<file path="src/rtl/pmv_pkg.sv">
// Constants and types shared by both ends of the power-mode controller
// ==========================================================
// Summary of operation
// [RULE_01] Run and both waits use main regulator
// [RULE_02] Halt and low-power modes use low-power regulator; active-halt per [RULE_21]
// [RULE_03] Enabled detector interrupt wakes halts only
// [RULE_04] Bit 6 shows supply below threshold
// [RULE_05] Bit 5 set per event, write-one clears
// [RULE_06] Bit 4 gates flag onto interrupt request
// [RULE_07] Bits 3:1 pick level, 111 external pin
// [RULE_08] Bit 0 switches the detector on
// [RULE_09] Reference bit 0 shows reference stable
// [RULE_10] Software waits for reference before changing bits
// [RULE_11] Reserved bits zero, both registers reset 0x00
// [RULE_12] Every reset starts in Run
// [RULE_13] Wait stops CPU; interrupts, events exit
// [RULE_14] Low-power run entered/left by software only
// [RULE_15] Event-wait in low-power run, event returns
// [RULE_16] Active-halt wakes on external, RTC interrupt
// [RULE_17] Halt wakes on external; fast wake 6 us
// [RULE_18] Halt ignored while peripheral interrupt pending
// [RULE_19] Detector event on crossings both directions
// [RULE_20] Low-power bit stops reference; fast skips wait
// [RULE_21] Regulator output; clock controller picks halt mode
`default_nettype none
package pmv_pkg;
    // ==========================================================
    // Device register indices and fields
    localparam logic [7:0] PMV_DET_IDX = 8'h00;
    localparam logic [7:0] PMV_REF_IDX = 8'h01;
    localparam logic [7:0] PMV_DET_RST = 8'h00;
    localparam logic [7:0] PMV_REF_RST = 8'h00;
    localparam int PMV_B_OUT = 6;
    localparam int PMV_B_FLAG = 5;
    localparam int PMV_B_IEN = 4;
    localparam int PMV_B_LVL = 1;
    localparam int PMV_B_DEN = 0;
    localparam int PMV_B_FWU = 2;
    localparam int PMV_B_ULP = 1;
    localparam int PMV_B_RDY = 0;
    localparam logic [2:0] PMV_LVL_EXT = 3'h7;
    // ==========================================================
    // Host register byte addresses
    localparam logic [7:0] PMV_H_CMD = 8'h00;
    localparam logic [7:0] PMV_H_CFG = 8'h04;
    localparam logic [7:0] PMV_H_STAT = 8'h08;
    localparam logic [7:0] PMV_H_DEV = 8'h10;
    localparam int PMV_C_WFI = 0;
    localparam int PMV_C_WFE = 1;
    localparam int PMV_C_HALT = 2;
    localparam int PMV_C_LPIN = 3;
    localparam int PMV_C_LPOUT = 4;
    localparam int PMV_S_IGN = 4;
    // ==========================================================
    // Timing
    localparam int PMV_CLK_NS = 40;
    localparam int PMV_FAST_WAKE_NS = 6000;
    localparam int PMV_FAST_CYC =
        (PMV_FAST_WAKE_NS + PMV_CLK_NS - 1) / PMV_CLK_NS;
    localparam int PMV_REF_START_US = 3000;
    localparam int PMV_REF_CYC = (PMV_REF_START_US * 1000) / PMV_CLK_NS;
    // ==========================================================
    // Power modes
    typedef enum logic [2:0] {
        PMV_RUN = 3'h0,
        PMV_WAIT_WFI = 3'h1,
        PMV_WAIT_WFE = 3'h2,
        PMV_LP_RUN = 3'h3,
        PMV_LP_WAIT = 3'h4,
        PMV_ACT_HALT = 3'h5,
        PMV_HALT = 3'h6,
        PMV_WAKE = 3'h7
    } pmv_mode_type;
endpackage
`default_nettype wire

</file>
<file path="src/rtl/pmv_if.sv">
// Link between the power unit and the CPU core / clock controller
`timescale 1ns/1ps
`default_nettype none
interface pmv_if;
    import pmv_pkg::*;
    // ==========================================================
    // Register access into the power unit
    logic [7:0] reg_addr;
    logic reg_wr;
    logic reg_rd;
    logic [7:0] reg_wdata;
    logic [7:0] reg_rdata;
    // ==========================================================
    // Instructions and wake sources from the core side
    logic wfi_req;
    logic wfe_req;
    logic halt_req;
    logic lprun_enter;
    logic lprun_exit;
    logic any_irq;
    logic wake_event;
    logic ext_irq;
    logic rtc_irq;
    logic periph_pending;
    logic rtc_clk_on;
    logic ah_ulp_sel;
    // ==========================================================
    // Mode and clock gating back to the core side
    pmv_mode_type mode;
    logic cpu_clk_en;
    logic periph_clk_en;
    logic osc_en;
    logic main_reg;
    logic det_irq;
    logic halt_ignored;

    modport dev (
        input reg_addr, reg_wr, reg_rd, reg_wdata,
        output reg_rdata,
        input wfi_req, wfe_req, halt_req, lprun_enter, lprun_exit,
        input any_irq, wake_event, ext_irq, rtc_irq, periph_pending,
        input rtc_clk_on, ah_ulp_sel,
        output mode, cpu_clk_en, periph_clk_en, osc_en, main_reg,
        output det_irq, halt_ignored
    );
    modport host (
        output reg_addr, reg_wr, reg_rd, reg_wdata,
        input reg_rdata,
        output wfi_req, wfe_req, halt_req, lprun_enter, lprun_exit,
        output any_irq, wake_event, ext_irq, rtc_irq, periph_pending,
        output rtc_clk_on, ah_ulp_sel,
        input mode, cpu_clk_en, periph_clk_en, osc_en, main_reg,
        input det_irq, halt_ignored
    );
endinterface
`default_nettype wire

</file>
<file path="src/rtl/pmv_dev.sv">
// Power unit: supply detector, reference control, power-mode sequencer
`timescale 1ns/1ps
`default_nettype none
module pmv_dev #(
    parameter int unsigned REF_START_CYCLES = pmv_pkg::PMV_REF_CYC,
    parameter int unsigned FAST_WAKE_CYCLES = pmv_pkg::PMV_FAST_CYC
) (
    input wire logic mclk,
    input wire logic rst_n,
    pmv_if.dev link,
    input wire logic supply_below_raw,
    input wire logic ext_below_raw,
    output logic det_on,
    output logic [2:0] det_level,
    output logic ref_on,
    output logic main_reg
);
    import pmv_pkg::*;

    // ==========================================================
    // Elaboration checks
    if (REF_START_CYCLES < 1 || REF_START_CYCLES > 32'h7fff_ffff) begin
        $error("REF_START_CYCLES out of range");
    end
    if (FAST_WAKE_CYCLES < 1 || FAST_WAKE_CYCLES > 32'h7fff_ffff) begin
        $error("FAST_WAKE_CYCLES out of range");
    end

    // ==========================================================
    // State
    pmv_mode_type state_q, state_d;
    logic sup_s1_q, sup_s2_q, ext_s1_q, ext_s2_q;
    logic det_en_q, irq_en_q, flag_q, det_out_q;
    logic [2:0] lvl_q;
    logic fwu_q, ulp_q, ref_rdy_q, ref_on_q;
    logic [31:0] ref_cnt_q, wake_cnt_q;
    logic [7:0] rdata_q;
    logic cpu_q, per_q, osc_q, main_q, irq_q, ign_q;
    logic det_new, det_evt, wr_det, wr_ref, ref_want, wake_done;

    // Both comparator outputs are asynchronous to mclk
    always_ff @(posedge mclk) begin
        if (!rst_n) begin
            sup_s1_q <= 1'b0;
            sup_s2_q <= 1'b0;
            ext_s1_q <= 1'b0;
            ext_s2_q <= 1'b0;
        end else begin
            sup_s1_q <= supply_below_raw;
            sup_s2_q <= sup_s1_q;
            ext_s1_q <= ext_below_raw;
            ext_s2_q <= ext_s1_q;
        end
    end

    // ==========================================================
    // Supply detector
    // Code 111 swaps the internal divider for the external pin
    assign det_new = det_en_q &&
        ((lvl_q == PMV_LVL_EXT) ? ext_s2_q : sup_s2_q); // see [RULE_07]
    // Any change of the output while on is an event, up or down
    assign det_evt = det_en_q && (det_new != det_out_q); // see [RULE_19]
    assign wr_det = link.reg_wr && (link.reg_addr == PMV_DET_IDX);
    assign wr_ref = link.reg_wr && (link.reg_addr == PMV_REF_IDX);

    // Output status follows the comparator, never software
    always_ff @(posedge mclk) begin
        if (!rst_n) begin
            det_out_q <= 1'b0;
        end else begin
            det_out_q <= det_new; // see [RULE_04]
        end
    end

    // Software fields of the detector register
    always_ff @(posedge mclk) begin
        if (!rst_n) begin
            irq_en_q <= PMV_DET_RST[PMV_B_IEN]; // see [RULE_11]
            lvl_q <= PMV_DET_RST[PMV_B_LVL +: 3];
            det_en_q <= PMV_DET_RST[PMV_B_DEN];
        end else if (wr_det) begin
            irq_en_q <= link.reg_wdata[PMV_B_IEN]; // see [RULE_06]
            lvl_q <= link.reg_wdata[PMV_B_LVL +: 3]; // see [RULE_07]
            det_en_q <= link.reg_wdata[PMV_B_DEN]; // see [RULE_08]
        end
    end

    // Event flag: a new event beats a clear in the same cycle
    always_ff @(posedge mclk) begin
        if (!rst_n) begin
            flag_q <= 1'b0;
        end else if (det_evt) begin
            flag_q <= 1'b1; // see [RULE_05]
        end else if (wr_det && link.reg_wdata[PMV_B_FLAG]) begin
            flag_q <= 1'b0; // see [RULE_05]
        end
    end

    // ==========================================================
    // Internal reference
    always_ff @(posedge mclk) begin
        if (!rst_n) begin
            fwu_q <= PMV_REF_RST[PMV_B_FWU];
            ulp_q <= PMV_REF_RST[PMV_B_ULP];
        end else if (wr_ref) begin
            fwu_q <= link.reg_wdata[PMV_B_FWU]; // see [RULE_20]
            ulp_q <= link.reg_wdata[PMV_B_ULP]; // see [RULE_20]
        end
    end

    // Low-power setting drops the reference only while halted
    assign ref_want = !(ulp_q &&
        (state_q == PMV_HALT || state_q == PMV_ACT_HALT)); // see [RULE_20]

    // Settling counter; ready stays low until the full startup time
    always_ff @(posedge mclk) begin
        if (!rst_n) begin
            ref_on_q <= 1'b0;
            ref_cnt_q <= 32'h0000_0000;
            ref_rdy_q <= 1'b0;
        end else if (!ref_want) begin
            ref_on_q <= 1'b0;
            ref_cnt_q <= 32'h0000_0000;
            ref_rdy_q <= 1'b0; // see [RULE_09]
        end else begin
            ref_on_q <= 1'b1;
            if (ref_cnt_q < REF_START_CYCLES - 1) begin
                ref_cnt_q <= ref_cnt_q + 32'h0000_0001;
            end else begin
                ref_rdy_q <= 1'b1; // see [RULE_09]
            end
        end
    end

    // ==========================================================
    // Register read port, data one cycle after the strobe
    always_ff @(posedge mclk) begin
        if (!rst_n) begin
            rdata_q <= 8'h00;
        end else if (link.reg_rd) begin
            case (link.reg_addr)
                PMV_DET_IDX: rdata_q <= {1'b0, det_out_q, flag_q,
                    irq_en_q, lvl_q, det_en_q}; // see [RULE_11]
                PMV_REF_IDX: rdata_q <= {5'h00, fwu_q, ulp_q,
                    ref_rdy_q}; // see [RULE_09]
                default: rdata_q <= 8'h00;
            endcase
        end
    end

    // ==========================================================
    // Power-mode sequencer
    // Halt wake waits for the reference only in ulp without fast wake
    assign wake_done = (ulp_q && !fwu_q) ? ref_rdy_q :
        (wake_cnt_q >= FAST_WAKE_CYCLES - 1); // see [RULE_17]

    always_comb begin
        state_d = state_q;
        case (state_q)
            PMV_RUN: begin
                if (link.halt_req && !link.periph_pending) begin
                    // Real-time clock running selects active-halt
                    state_d = link.rtc_clk_on ? PMV_ACT_HALT
                        : PMV_HALT; // see [RULE_18]
                end else if (link.wfi_req) begin
                    state_d = PMV_WAIT_WFI; // see [RULE_13]
                end else if (link.wfe_req) begin
                    state_d = PMV_WAIT_WFE; // see [RULE_13]
                end else if (link.lprun_enter) begin
                    state_d = PMV_LP_RUN; // see [RULE_14]
                end
            end
            // Detector interrupt is not among the wait exits
            PMV_WAIT_WFI: begin
                if (link.any_irq) begin
                    state_d = PMV_RUN; // see [RULE_13]
                end
            end
            PMV_WAIT_WFE: begin
                if (link.any_irq || link.wake_event) begin
                    state_d = PMV_RUN; // see [RULE_13]
                end
            end
            // Interrupts are deliberately not looked at here
            PMV_LP_RUN: begin
                if (link.lprun_exit) begin
                    state_d = PMV_RUN; // see [RULE_14]
                end else if (link.wfe_req) begin
                    state_d = PMV_LP_WAIT; // see [RULE_15]
                end
            end
            PMV_LP_WAIT: begin
                if (link.wake_event) begin
                    state_d = PMV_LP_RUN; // see [RULE_15]
                end
            end
            PMV_ACT_HALT: begin
                if (link.ext_irq || link.rtc_irq || irq_q) begin
                    state_d = PMV_WAKE; // see [RULE_16] [RULE_03]
                end
            end
            PMV_HALT: begin
                if (link.ext_irq || irq_q) begin
                    state_d = PMV_WAKE; // see [RULE_17] [RULE_03]
                end
            end
            PMV_WAKE: begin
                if (wake_done) begin
                    state_d = PMV_RUN;
                end
            end
            default: state_d = PMV_RUN;
        endcase
    end

    always_ff @(posedge mclk) begin
        if (!rst_n) begin
            state_q <= PMV_RUN; // see [RULE_12]
        end else begin
            state_q <= state_d;
        end
    end

    // Wake timer restarts on every halt exit
    always_ff @(posedge mclk) begin
        if (!rst_n || state_q != PMV_WAKE) begin
            wake_cnt_q <= 32'h0000_0000;
        end else if (!wake_done) begin
            wake_cnt_q <= wake_cnt_q + 32'h0000_0001;
        end
    end

    // Gating and regulator outputs registered from the next mode
    always_ff @(posedge mclk) begin
        if (!rst_n) begin
            cpu_q <= 1'b1;
            per_q <= 1'b1;
            osc_q <= 1'b1;
            main_q <= 1'b1; // see [RULE_12]
        end else begin
            cpu_q <= (state_d == PMV_RUN || state_d == PMV_LP_RUN);
            per_q <= (state_d != PMV_HALT && state_d != PMV_ACT_HALT);
            osc_q <= (state_d != PMV_HALT); // see [RULE_17]
            case (state_d)
                PMV_RUN, PMV_WAIT_WFI, PMV_WAIT_WFE, PMV_WAKE:
                    main_q <= 1'b1; // see [RULE_01]
                PMV_ACT_HALT:
                    main_q <= !link.ah_ulp_sel; // see [RULE_16] [RULE_21]
                default: main_q <= 1'b0; // see [RULE_02]
            endcase
        end
    end

    // Interrupt request and ignored-halt pulse
    always_ff @(posedge mclk) begin
        if (!rst_n) begin
            irq_q <= 1'b0;
            ign_q <= 1'b0;
        end else begin
            irq_q <= flag_q && irq_en_q; // see [RULE_06]
            ign_q <= (state_q == PMV_RUN) && link.halt_req &&
                link.periph_pending; // see [RULE_18]
        end
    end

    assign link.reg_rdata = rdata_q;
    assign link.mode = state_q;
    assign link.cpu_clk_en = cpu_q;
    assign link.periph_clk_en = per_q;
    assign link.osc_en = osc_q;
    assign link.main_reg = main_q;
    assign link.det_irq = irq_q;
    assign link.halt_ignored = ign_q;
    assign det_on = det_en_q;
    assign det_level = lvl_q;
    assign ref_on = ref_on_q;
    assign main_reg = main_q;
endmodule // pmv_dev
`default_nettype wire

</file>
<file path="src/flat_wrapper.sv">
// flat-port wrapper written by rule: the top's interface ports become plain ports
module pmv_dev_flat import pmv_pkg::*;
#(
    parameter int unsigned REF_START_CYCLES = pmv_pkg::PMV_REF_CYC,
    parameter int unsigned FAST_WAKE_CYCLES = pmv_pkg::PMV_FAST_CYC
)
  (mclk, rst_n, supply_below_raw, ext_below_raw, det_on, det_level, ref_on, main_reg, link_reg_addr, link_reg_wr, link_reg_rd, link_reg_wdata, link_reg_rdata, link_wfi_req, link_wfe_req, link_halt_req, link_lprun_enter, link_lprun_exit, link_any_irq, link_wake_event, link_ext_irq, link_rtc_irq, link_periph_pending, link_rtc_clk_on, link_ah_ulp_sel, link_mode, link_cpu_clk_en, link_periph_clk_en, link_osc_en, link_main_reg, link_det_irq, link_halt_ignored);
  pmv_if link_i ();
  input wire logic mclk;
  input wire logic rst_n;
  input wire logic supply_below_raw;
  input wire logic ext_below_raw;
  output logic det_on;
  output logic [2:0] det_level;
  output logic ref_on;
  output logic main_reg;
  input wire logic [$bits(link_i.reg_addr)-1:0] link_reg_addr;
  input wire logic [$bits(link_i.reg_wr)-1:0] link_reg_wr;
  input wire logic [$bits(link_i.reg_rd)-1:0] link_reg_rd;
  input wire logic [$bits(link_i.reg_wdata)-1:0] link_reg_wdata;
  output wire logic [$bits(link_i.reg_rdata)-1:0] link_reg_rdata;
  input wire logic [$bits(link_i.wfi_req)-1:0] link_wfi_req;
  input wire logic [$bits(link_i.wfe_req)-1:0] link_wfe_req;
  input wire logic [$bits(link_i.halt_req)-1:0] link_halt_req;
  input wire logic [$bits(link_i.lprun_enter)-1:0] link_lprun_enter;
  input wire logic [$bits(link_i.lprun_exit)-1:0] link_lprun_exit;
  input wire logic [$bits(link_i.any_irq)-1:0] link_any_irq;
  input wire logic [$bits(link_i.wake_event)-1:0] link_wake_event;
  input wire logic [$bits(link_i.ext_irq)-1:0] link_ext_irq;
  input wire logic [$bits(link_i.rtc_irq)-1:0] link_rtc_irq;
  input wire logic [$bits(link_i.periph_pending)-1:0] link_periph_pending;
  input wire logic [$bits(link_i.rtc_clk_on)-1:0] link_rtc_clk_on;
  input wire logic [$bits(link_i.ah_ulp_sel)-1:0] link_ah_ulp_sel;
  output wire logic [$bits(link_i.mode)-1:0] link_mode;
  output wire logic [$bits(link_i.cpu_clk_en)-1:0] link_cpu_clk_en;
  output wire logic [$bits(link_i.periph_clk_en)-1:0] link_periph_clk_en;
  output wire logic [$bits(link_i.osc_en)-1:0] link_osc_en;
  output wire logic [$bits(link_i.main_reg)-1:0] link_main_reg;
  output wire logic [$bits(link_i.det_irq)-1:0] link_det_irq;
  output wire logic [$bits(link_i.halt_ignored)-1:0] link_halt_ignored;
  assign link_i.reg_addr = link_reg_addr;
  assign link_i.reg_wr = link_reg_wr;
  assign link_i.reg_rd = link_reg_rd;
  assign link_i.reg_wdata = link_reg_wdata;
  assign link_reg_rdata = link_i.reg_rdata;
  assign link_i.wfi_req = link_wfi_req;
  assign link_i.wfe_req = link_wfe_req;
  assign link_i.halt_req = link_halt_req;
  assign link_i.lprun_enter = link_lprun_enter;
  assign link_i.lprun_exit = link_lprun_exit;
  assign link_i.any_irq = link_any_irq;
  assign link_i.wake_event = link_wake_event;
  assign link_i.ext_irq = link_ext_irq;
  assign link_i.rtc_irq = link_rtc_irq;
  assign link_i.periph_pending = link_periph_pending;
  assign link_i.rtc_clk_on = link_rtc_clk_on;
  assign link_i.ah_ulp_sel = link_ah_ulp_sel;
  assign link_mode = link_i.mode;
  assign link_cpu_clk_en = link_i.cpu_clk_en;
  assign link_periph_clk_en = link_i.periph_clk_en;
  assign link_osc_en = link_i.osc_en;
  assign link_main_reg = link_i.main_reg;
  assign link_det_irq = link_i.det_irq;
  assign link_halt_ignored = link_i.halt_ignored;
  pmv_dev #(.REF_START_CYCLES(REF_START_CYCLES), .FAST_WAKE_CYCLES(FAST_WAKE_CYCLES)) u_core (.mclk(mclk), .rst_n(rst_n), .link(link_i), .supply_below_raw(supply_below_raw), .ext_below_raw(ext_below_raw), .det_on(det_on), .det_level(det_level), .ref_on(ref_on), .main_reg(main_reg));
endmodule
</file>
<file path="config.mk">
export PLATFORM = sky130hd
export DESIGN_NAME = pmv_dev_flat
export DESIGN_NICKNAME = d
export VERILOG_FILES = /design/src/rtl/pmv_pkg.sv /design/src/rtl/pmv_if.sv /design/src/rtl/pmv_dev.sv /design/src/flat_wrapper.sv
export SDC_FILE = /design/constraint.sdc
export NUM_CORES = 1
export LEC_CHECK = 0
export ABC_AREA = 1
export BUFFER_PORTS_ARGS = -buffer_cell sky130_fd_sc_hd__buf_2
export CORE_UTILIZATION = 58
export DETAILED_ROUTE_END_ITERATION = 16
export PLACE_DENSITY = 0.87
export SLEW_MARGIN = 40
export SYNTH_ARGS = -nofsm -noshare
export SYNTH_HDL_FRONTEND = slang
export SYNTH_SLANG_ARGS = --single-unit
</file>
<file path="constraint.sdc">
create_clock -name mclk -period 1.91 [get_ports mclk]
set_clock_uncertainty 0.15 [all_clocks]
set_input_delay 0.2865 -clock mclk [delete_from_list [all_inputs] [get_ports mclk]]
set_output_delay 0.2865 -clock mclk [all_outputs]
set_load 0.05 [all_outputs]
</file>
# Word level (Yosys, flattened, before mapping)
# Cells that the tools add are included.
classes:
  add_sub_neg: 2
  muxes: 21
  magnitude_cmp: 2
  eq_ne: 18
  n_bitwise: 1
  n_reduce_logical: 29
ops:
  columns: ["operator", "count"]
  rows:
  - ["32-bit by 1-bit adder with 32-bit output, second input constant", 2]
  - ["3-bit 2-to-1 mux", 12]
  - ["32-bit by 8-bit >= comparator with 1-bit output, second input constant", 1]
  - ["32-bit by 17-bit < comparator with 1-bit output, second input constant", 1]
  - ["3-bit case mux with 8 select lines", 1]
  - ["3-bit == test, second input constant", 7]
  - ["7-bit case mux with 2 select lines", 1]
  - ["3-bit by 2-bit == test with 1-bit output, second input constant", 4]
  - ["1-bit logical AND", 12]
  - ["3-bit inequality test, second input constant", 3]
  - ["8-bit by 1-bit == test with 1-bit output, second input constant", 1]
  - ["8-bit zero test", 1]
  - ["1-bit logical OR", 7]
  - ["3-bit by 1-bit == test with 1-bit output, second input constant", 2]
  - ["3-bit zero test", 2]
  - ["1-bit 2-to-1 mux", 5]
  - ["1-bit zero test", 4]
  - ["4-bit OR reduction", 1]
  - ["2-bit 2-to-1 mux", 1]
  - ["1-bit case mux with 2 select lines", 1]
  - ["2-bit nonzero test", 1]
  - ["2-bit OR reduction", 1]
  - ["1-bit inequality test", 1]
  - ["1-bit NOT", 1]
word_totals:
  out_inout_bits: 23
  register_bits: 96
  word_cells: 96
  in_bits: 34

# Depth between registers and ports, before layout
depth:
  word_depth: 8
  depth_mapped: 14

# Worst setup path before layout
# No wires, ideal clock.
synth_timing:
  path_type: "flip-flop to flip-flop"
  start: "register u_core.state_q[1] (netlist: u_core.link.mode[1])"
  end: "register u_core.ref_cnt_q[22]"
  slack_ns: -0.052
  setup_time_ns: 0.116
  path_buffers: 2
  arrival_ns: 1.696
  synth_period_minus_slack_ns: 1.962
  path_stages_with_launch: 10
  path_cell_list: "dfxtp_1 inv_1 nor2_1 nand2_1 nand2_1 a21oi_2 inv_2 buf_2 buf_2 nor2_1"
synth_via:
  elab_chain_cells: 4
  word_cells_on_any_way: 5
  classes_between: "eq/ne: 2; reduce/logical: 3"
synth_lines:
  columns: ["element", "line", "rtl"]
  rows:
  - ["start: declaration", "pmv_dev.sv:31", "pmv_mode_type state_q, state_d;"]
  - ["start signal: assignment", "pmv_dev.sv:220", "state_q <= state_d;"]
  - ["3-bit == test", "pmv_dev.sv:113", "(state_q == PMV_HALT || state_q == PMV_ACT_HALT));"]
  - ["1-bit logical OR *", "pmv_dev.sv:113", null]
  - ["1-bit logical AND *", "pmv_dev.sv:112", "assign ref_want = !(ulp_q &&"]
  - ["2-bit OR reduction (no source line) *", null, null]
  - ["end signal: assignment", "pmv_dev.sv:128", "ref_cnt_q <= ref_cnt_q + 32'h0000_0001;"]
  - ["end: declaration", "pmv_dev.sv:36", "logic [31:0] ref_cnt_q, wake_cnt_q;"]
# Every way passes the cells marked *; elsewhere a longest branch is shown, timed or not.
# A chain may end at the register's enable or synchronous reset.

# Worst setup path in the final report
layout_timing:
  start: "register u_core.wake_cnt_q[0]"
  end: "register u_core.main_q (netlist: u_core.link.main_reg)"
layout_via:
  elab_chain_cells: 7
  word_cells_on_any_way: 11
  classes_between: "order compare: 1; eq/ne: 4; mux: 4; reduce/logical: 2"
layout_lines:
  columns: ["element", "line", "rtl"]
  rows:
  - ["start: declaration", "pmv_dev.sv:36", null]
  - ["start signal: assignment", "pmv_dev.sv:229", "wake_cnt_q <= wake_cnt_q + 32'h0000_0001;"]
  - ["32-bit by 8-bit >= comparator with 1-bit output *", "pmv_dev.sv:155", "(wake_cnt_q >= FAST_WAKE_CYCLES - 1);"]
  - ["1-bit 2-to-1 mux *", "pmv_dev.sv:154", "assign wake_done = (ulp_q && !fwu_q) ? ref_rdy_q :"]
  - ["3-bit 2-to-1 mux *", "pmv_dev.sv:208", "if (wake_done) begin"]
  - ["3-bit case mux with 8 select lines *", "pmv_dev.sv:159", "case (state_q)"]
  - ["3-bit by 1-bit == test with 1-bit output, or another cell as far along", "pmv_dev.sv:244", "case (state_d)"]
  - ["4-bit OR reduction", "pmv_dev.sv:244", null]
  - ["1-bit case mux with 2 select lines *", "pmv_dev.sv:244", null]
  - ["end signal: assignment", "pmv_dev.sv:248", "main_q <= !link.ah_ulp_sel;"]
  - ["end: declaration", "pmv_dev.sv:38", "logic cpu_q, per_q, osc_q, main_q, irq_q, ign_q;"]
# Marks and branches as above.

==> results.toml <==
[status]
status = "complete, no violations"

[sta]
fin_crit_ns = 1.88
relSlewSlack = 0.663
rsz0062_at_grt = "true"
min_period_over_period = 0.984
timing.hold.ws_ns = 0.0186
finalSetupViolCount = 0
tns_ns = 0
tightestPinTransition_ns = 0.501
slew_viol_final = 0
finalHoldViolCount = 0
max_freq_mhz = 532

[cells_and_area]
nNetsFinal = 839
finalInstanceArea_um2 = 5850
drive_gt1_frac = 0.234
n_antenna_cell = 0
area_growth_pct = 21.3

[setup_path]
rr_endpoint = "u_core.link.main_reg"
r2r_start = "u_core.wake_cnt_q[0]"
ff2ff_path_depth = 13
critical_path.max_fanout = 8
rrSetupSlack_ns = 0.03
startpoint_type = "flop"
critical_path_class = "reg2reg"
cp_data_arrival_time_ns = 1.98
worstPathRequired_ns = 2.01
endpoint_kind = "flop"

[drt]
top_layer = "met4"
wirelength_um = 12000
vias = 4888
routedLengthMet1_um = 4940
drcViolationCount = 0
dr.pass1.iters = 7
wl_met2_um = 5900
wire_per_inst_um = 13.2
vias_per_cell = 5.38
drtIter0Drc = 323
antenna_left = 0
routed-wl-met3_um = 779

[pwr]
switching_power_mw = 1.63
clkPwrFrac = 0.274
finalPower_mw = 4.53
combPwrFrac = 0.252
peakVddDrop_mv = 0.600
p_int_mw = 2.90
p_leak_nw = 2.40
pwr-share-seq = 0.474
switching_share = 0.360
powerDensity_nw_per_um2 = 775

[floorplanning]
coreArea_um2 = 7890
die_h_um = 93.2
ios = 57
die_x_um = 93.2
fp.dieArea_um2 = 8680
fp-row-count = 32
initial_core_util = 0.611

[global_route]
grt_max_degree = 30
grt_pass1_wl_um = 20000
overflow = 0
grt_pass1_vias = 4743
grtUsageTotal = 0.286
antenna_found_initial = 0

[placed_design]
post_dp_cell_area_um2 = 5390
io_buffers = 53
gp_congestion = 0.977
hpwl_um = 8600

[synth]
synth-edff-count = 0
yosys.area_share.adder = 0.0104
synth_cells = 708
synth-simple-area-share = 0.334
synth_area_per_cell_um2 = 6.81
synth_top_area_frac = 0.394
synth_fp_nets = 746
syn_area_um2 = 4820
synth_mux_area_frac = 0
ys_types = 38
synth-compound-area-share = 0.101
netlist_top_cells_area = "dfxtp_1 (39%), nand2_1 (13%), inv_1 (6.9%)"
yosysWarningCount = 0
synth-main-ff-cell = "dfxtp_1"
synth_top_cell_by_area = "dfxtp_1"
ys_ff_latch = 95
synth-xor-area-share = 0.0581
ys_seq_area_frac = 0.394
ys_async_sr_fraction = 0
synth_top_family_by_area = "simple AND/OR/NAND/NOR gates"

[hold_path]
min_path_type = "in2reg"
hold_start = "link_halt_req"
hold_depth = 3
worstHoldEndpoint = "u_core.link.halt_ignored"

[clocking]
clockBufferDepth = 2
clkTransAtPathRegs_ns = 0.10
clock_latency_ns = 0.36
cts_tree = "yes"
cts_root_buffer = "clkbuf_8"
cts-buffers-inserted = 9
cts.htree.levels = 3
cts.sinks = 95

[flow_run]
drv_cap = 0
[cell type report]
cell class	instances	area [um2]
clock buffer	10	128
sequential	95	1920
fill	559	2040
timing repair buffer	100	654
multi-input combinational	496	2590
inverter	99	379
clock inverter	6	51.3
tap	102	128
[per-stage QoR]
| stage | util | setup slack [ns] | std cells |
|---|---|---|---|
| detailed placement | 0.684 | -0.127 | 882 |
| global placement | 0.684 | -0.0126 | 882 |
| CTS | 0.715 | 0.00882 | 901 |
| floorplan | - | 0.0149 | 708 |
| global route | 0.741 | -0.0531 | 908 |
| finish | 0.741 | 0.0296 | 908 |
[power groups by stage]
stage	Clock, mW	Combinational, mW	Sequential, mW
global route	1.34	1.24	2.16
global placement	0	0.947	2.18
detailed placement	0	0.998	2.18
CTS	1.27	1.03	2.14
finish	1.24	1.14	2.15
floorplan	0	0.508	2.41
[worst max-delay path by stage]
stage | from | end | depth (start not counted)
2_1_floorplan | u_core.link.mode[0] | u_core.ref_cnt_q[22] | 8
3_3_place_gp | u_core.wake_cnt_q[1] | u_core.wake_cnt_q[12] | 11
3_5_place_dp | u_core.wake_cnt_q[0] | u_core.link.cpu_clk_en | 14
4_1_cts | u_core.ref_cnt_q[0] | u_core.ref_cnt_q[13] | 12
5_1_grt | u_core.wake_cnt_q[0] | u_core.wake_cnt_q[12] | 12
6_report | u_core.wake_cnt_q[0] | u_core.link.main_reg | 13
[synth_stat cells (4+ instances only)]
| master | instances |
|---|---|
| inv_1 | 88 |
| a21oi_1 | 58 |
| buf_6 | 4 |
| nor2_1 | 81 |
| ha_1 | 4 |
| o21ai_0 | 24 |
| nand2_1 | 171 |
| o21ai_1 | 8 |
| nand4_1 | 14 |
| nor3_1 | 31 |
| buf_2 | 6 |
| nand3_1 | 40 |
| dfxtp_1 | 95 |
| inv_2 | 11 |
| xnor2_1 | 7 |
| xor2_1 | 25 |
| nor3_2 | 4 |
| nand2_2 | 5 |
| clkbuf_1 | 5 |
[cells by family (layout without fill, tap and decap cells)]
family | Yosys count | in the layout
xor+xnor | 32 | 32
flops | 95 | 95
other cells | 1 | 1
compound gates | 95 | 95
fa+ha+maj | 4 | 4
buf+inv | 117 | 215
simple gates | 364 | 364
[worst max-delay path, stage by stage (launching register included)]
cell     delay [ns]
dfxtp_4        0.38
inv_4          0.06
ha_4           0.12
inv_2          0.03
o21ai_2        0.12
nand2_1        0.08
nand2_2        0.08
nand3_2        0.10
nand2_4        0.15
nand2_4        0.09
nand3_2        0.11
nand3_1        0.10
nand2_1        0.10
nand3_1        0.07
[metal layers]
metal  GRT usage  vias up
li1            -     2437
met2       0.515      194
met1       0.338     2219
met3      0.0439       38
met5           0        -
met4       0.115        0
[repair_timing]
action,CTS,global route
resized for setup,13,52
hold buffers,2,0
pin swaps,3,7
setup endpoints to repair,31,50
cloned,0,0
setup buffers,1,8
hold endpoints to repair,2,0
[layout by cell type (no fill, tap or decap), drive strengths merged]
master       Yosys  final
or2              1      1
nor3b            5      5
nor4             3      3
o21ai           32     32
dlygate4sd3      0      2
a211oi           1      1
nor2            84     84
ha               4      4
nand3b           2      2
and2             1      1
nor3            36     36
buf             13     98
inv             99    102
o21a             1      1
or3              1      1
o211ai           1      1
nand4           14     14
o31ai            1      1
conb             1      1
clkinvlp         0      3
xnor2            7      7
clkbuf           5     10
nand2          177    177
xor2            25     25
nand3           40     40
dfxtp           95     95
a21oi           59     59
Note: power is estimated with default switching activity, not from simulation.
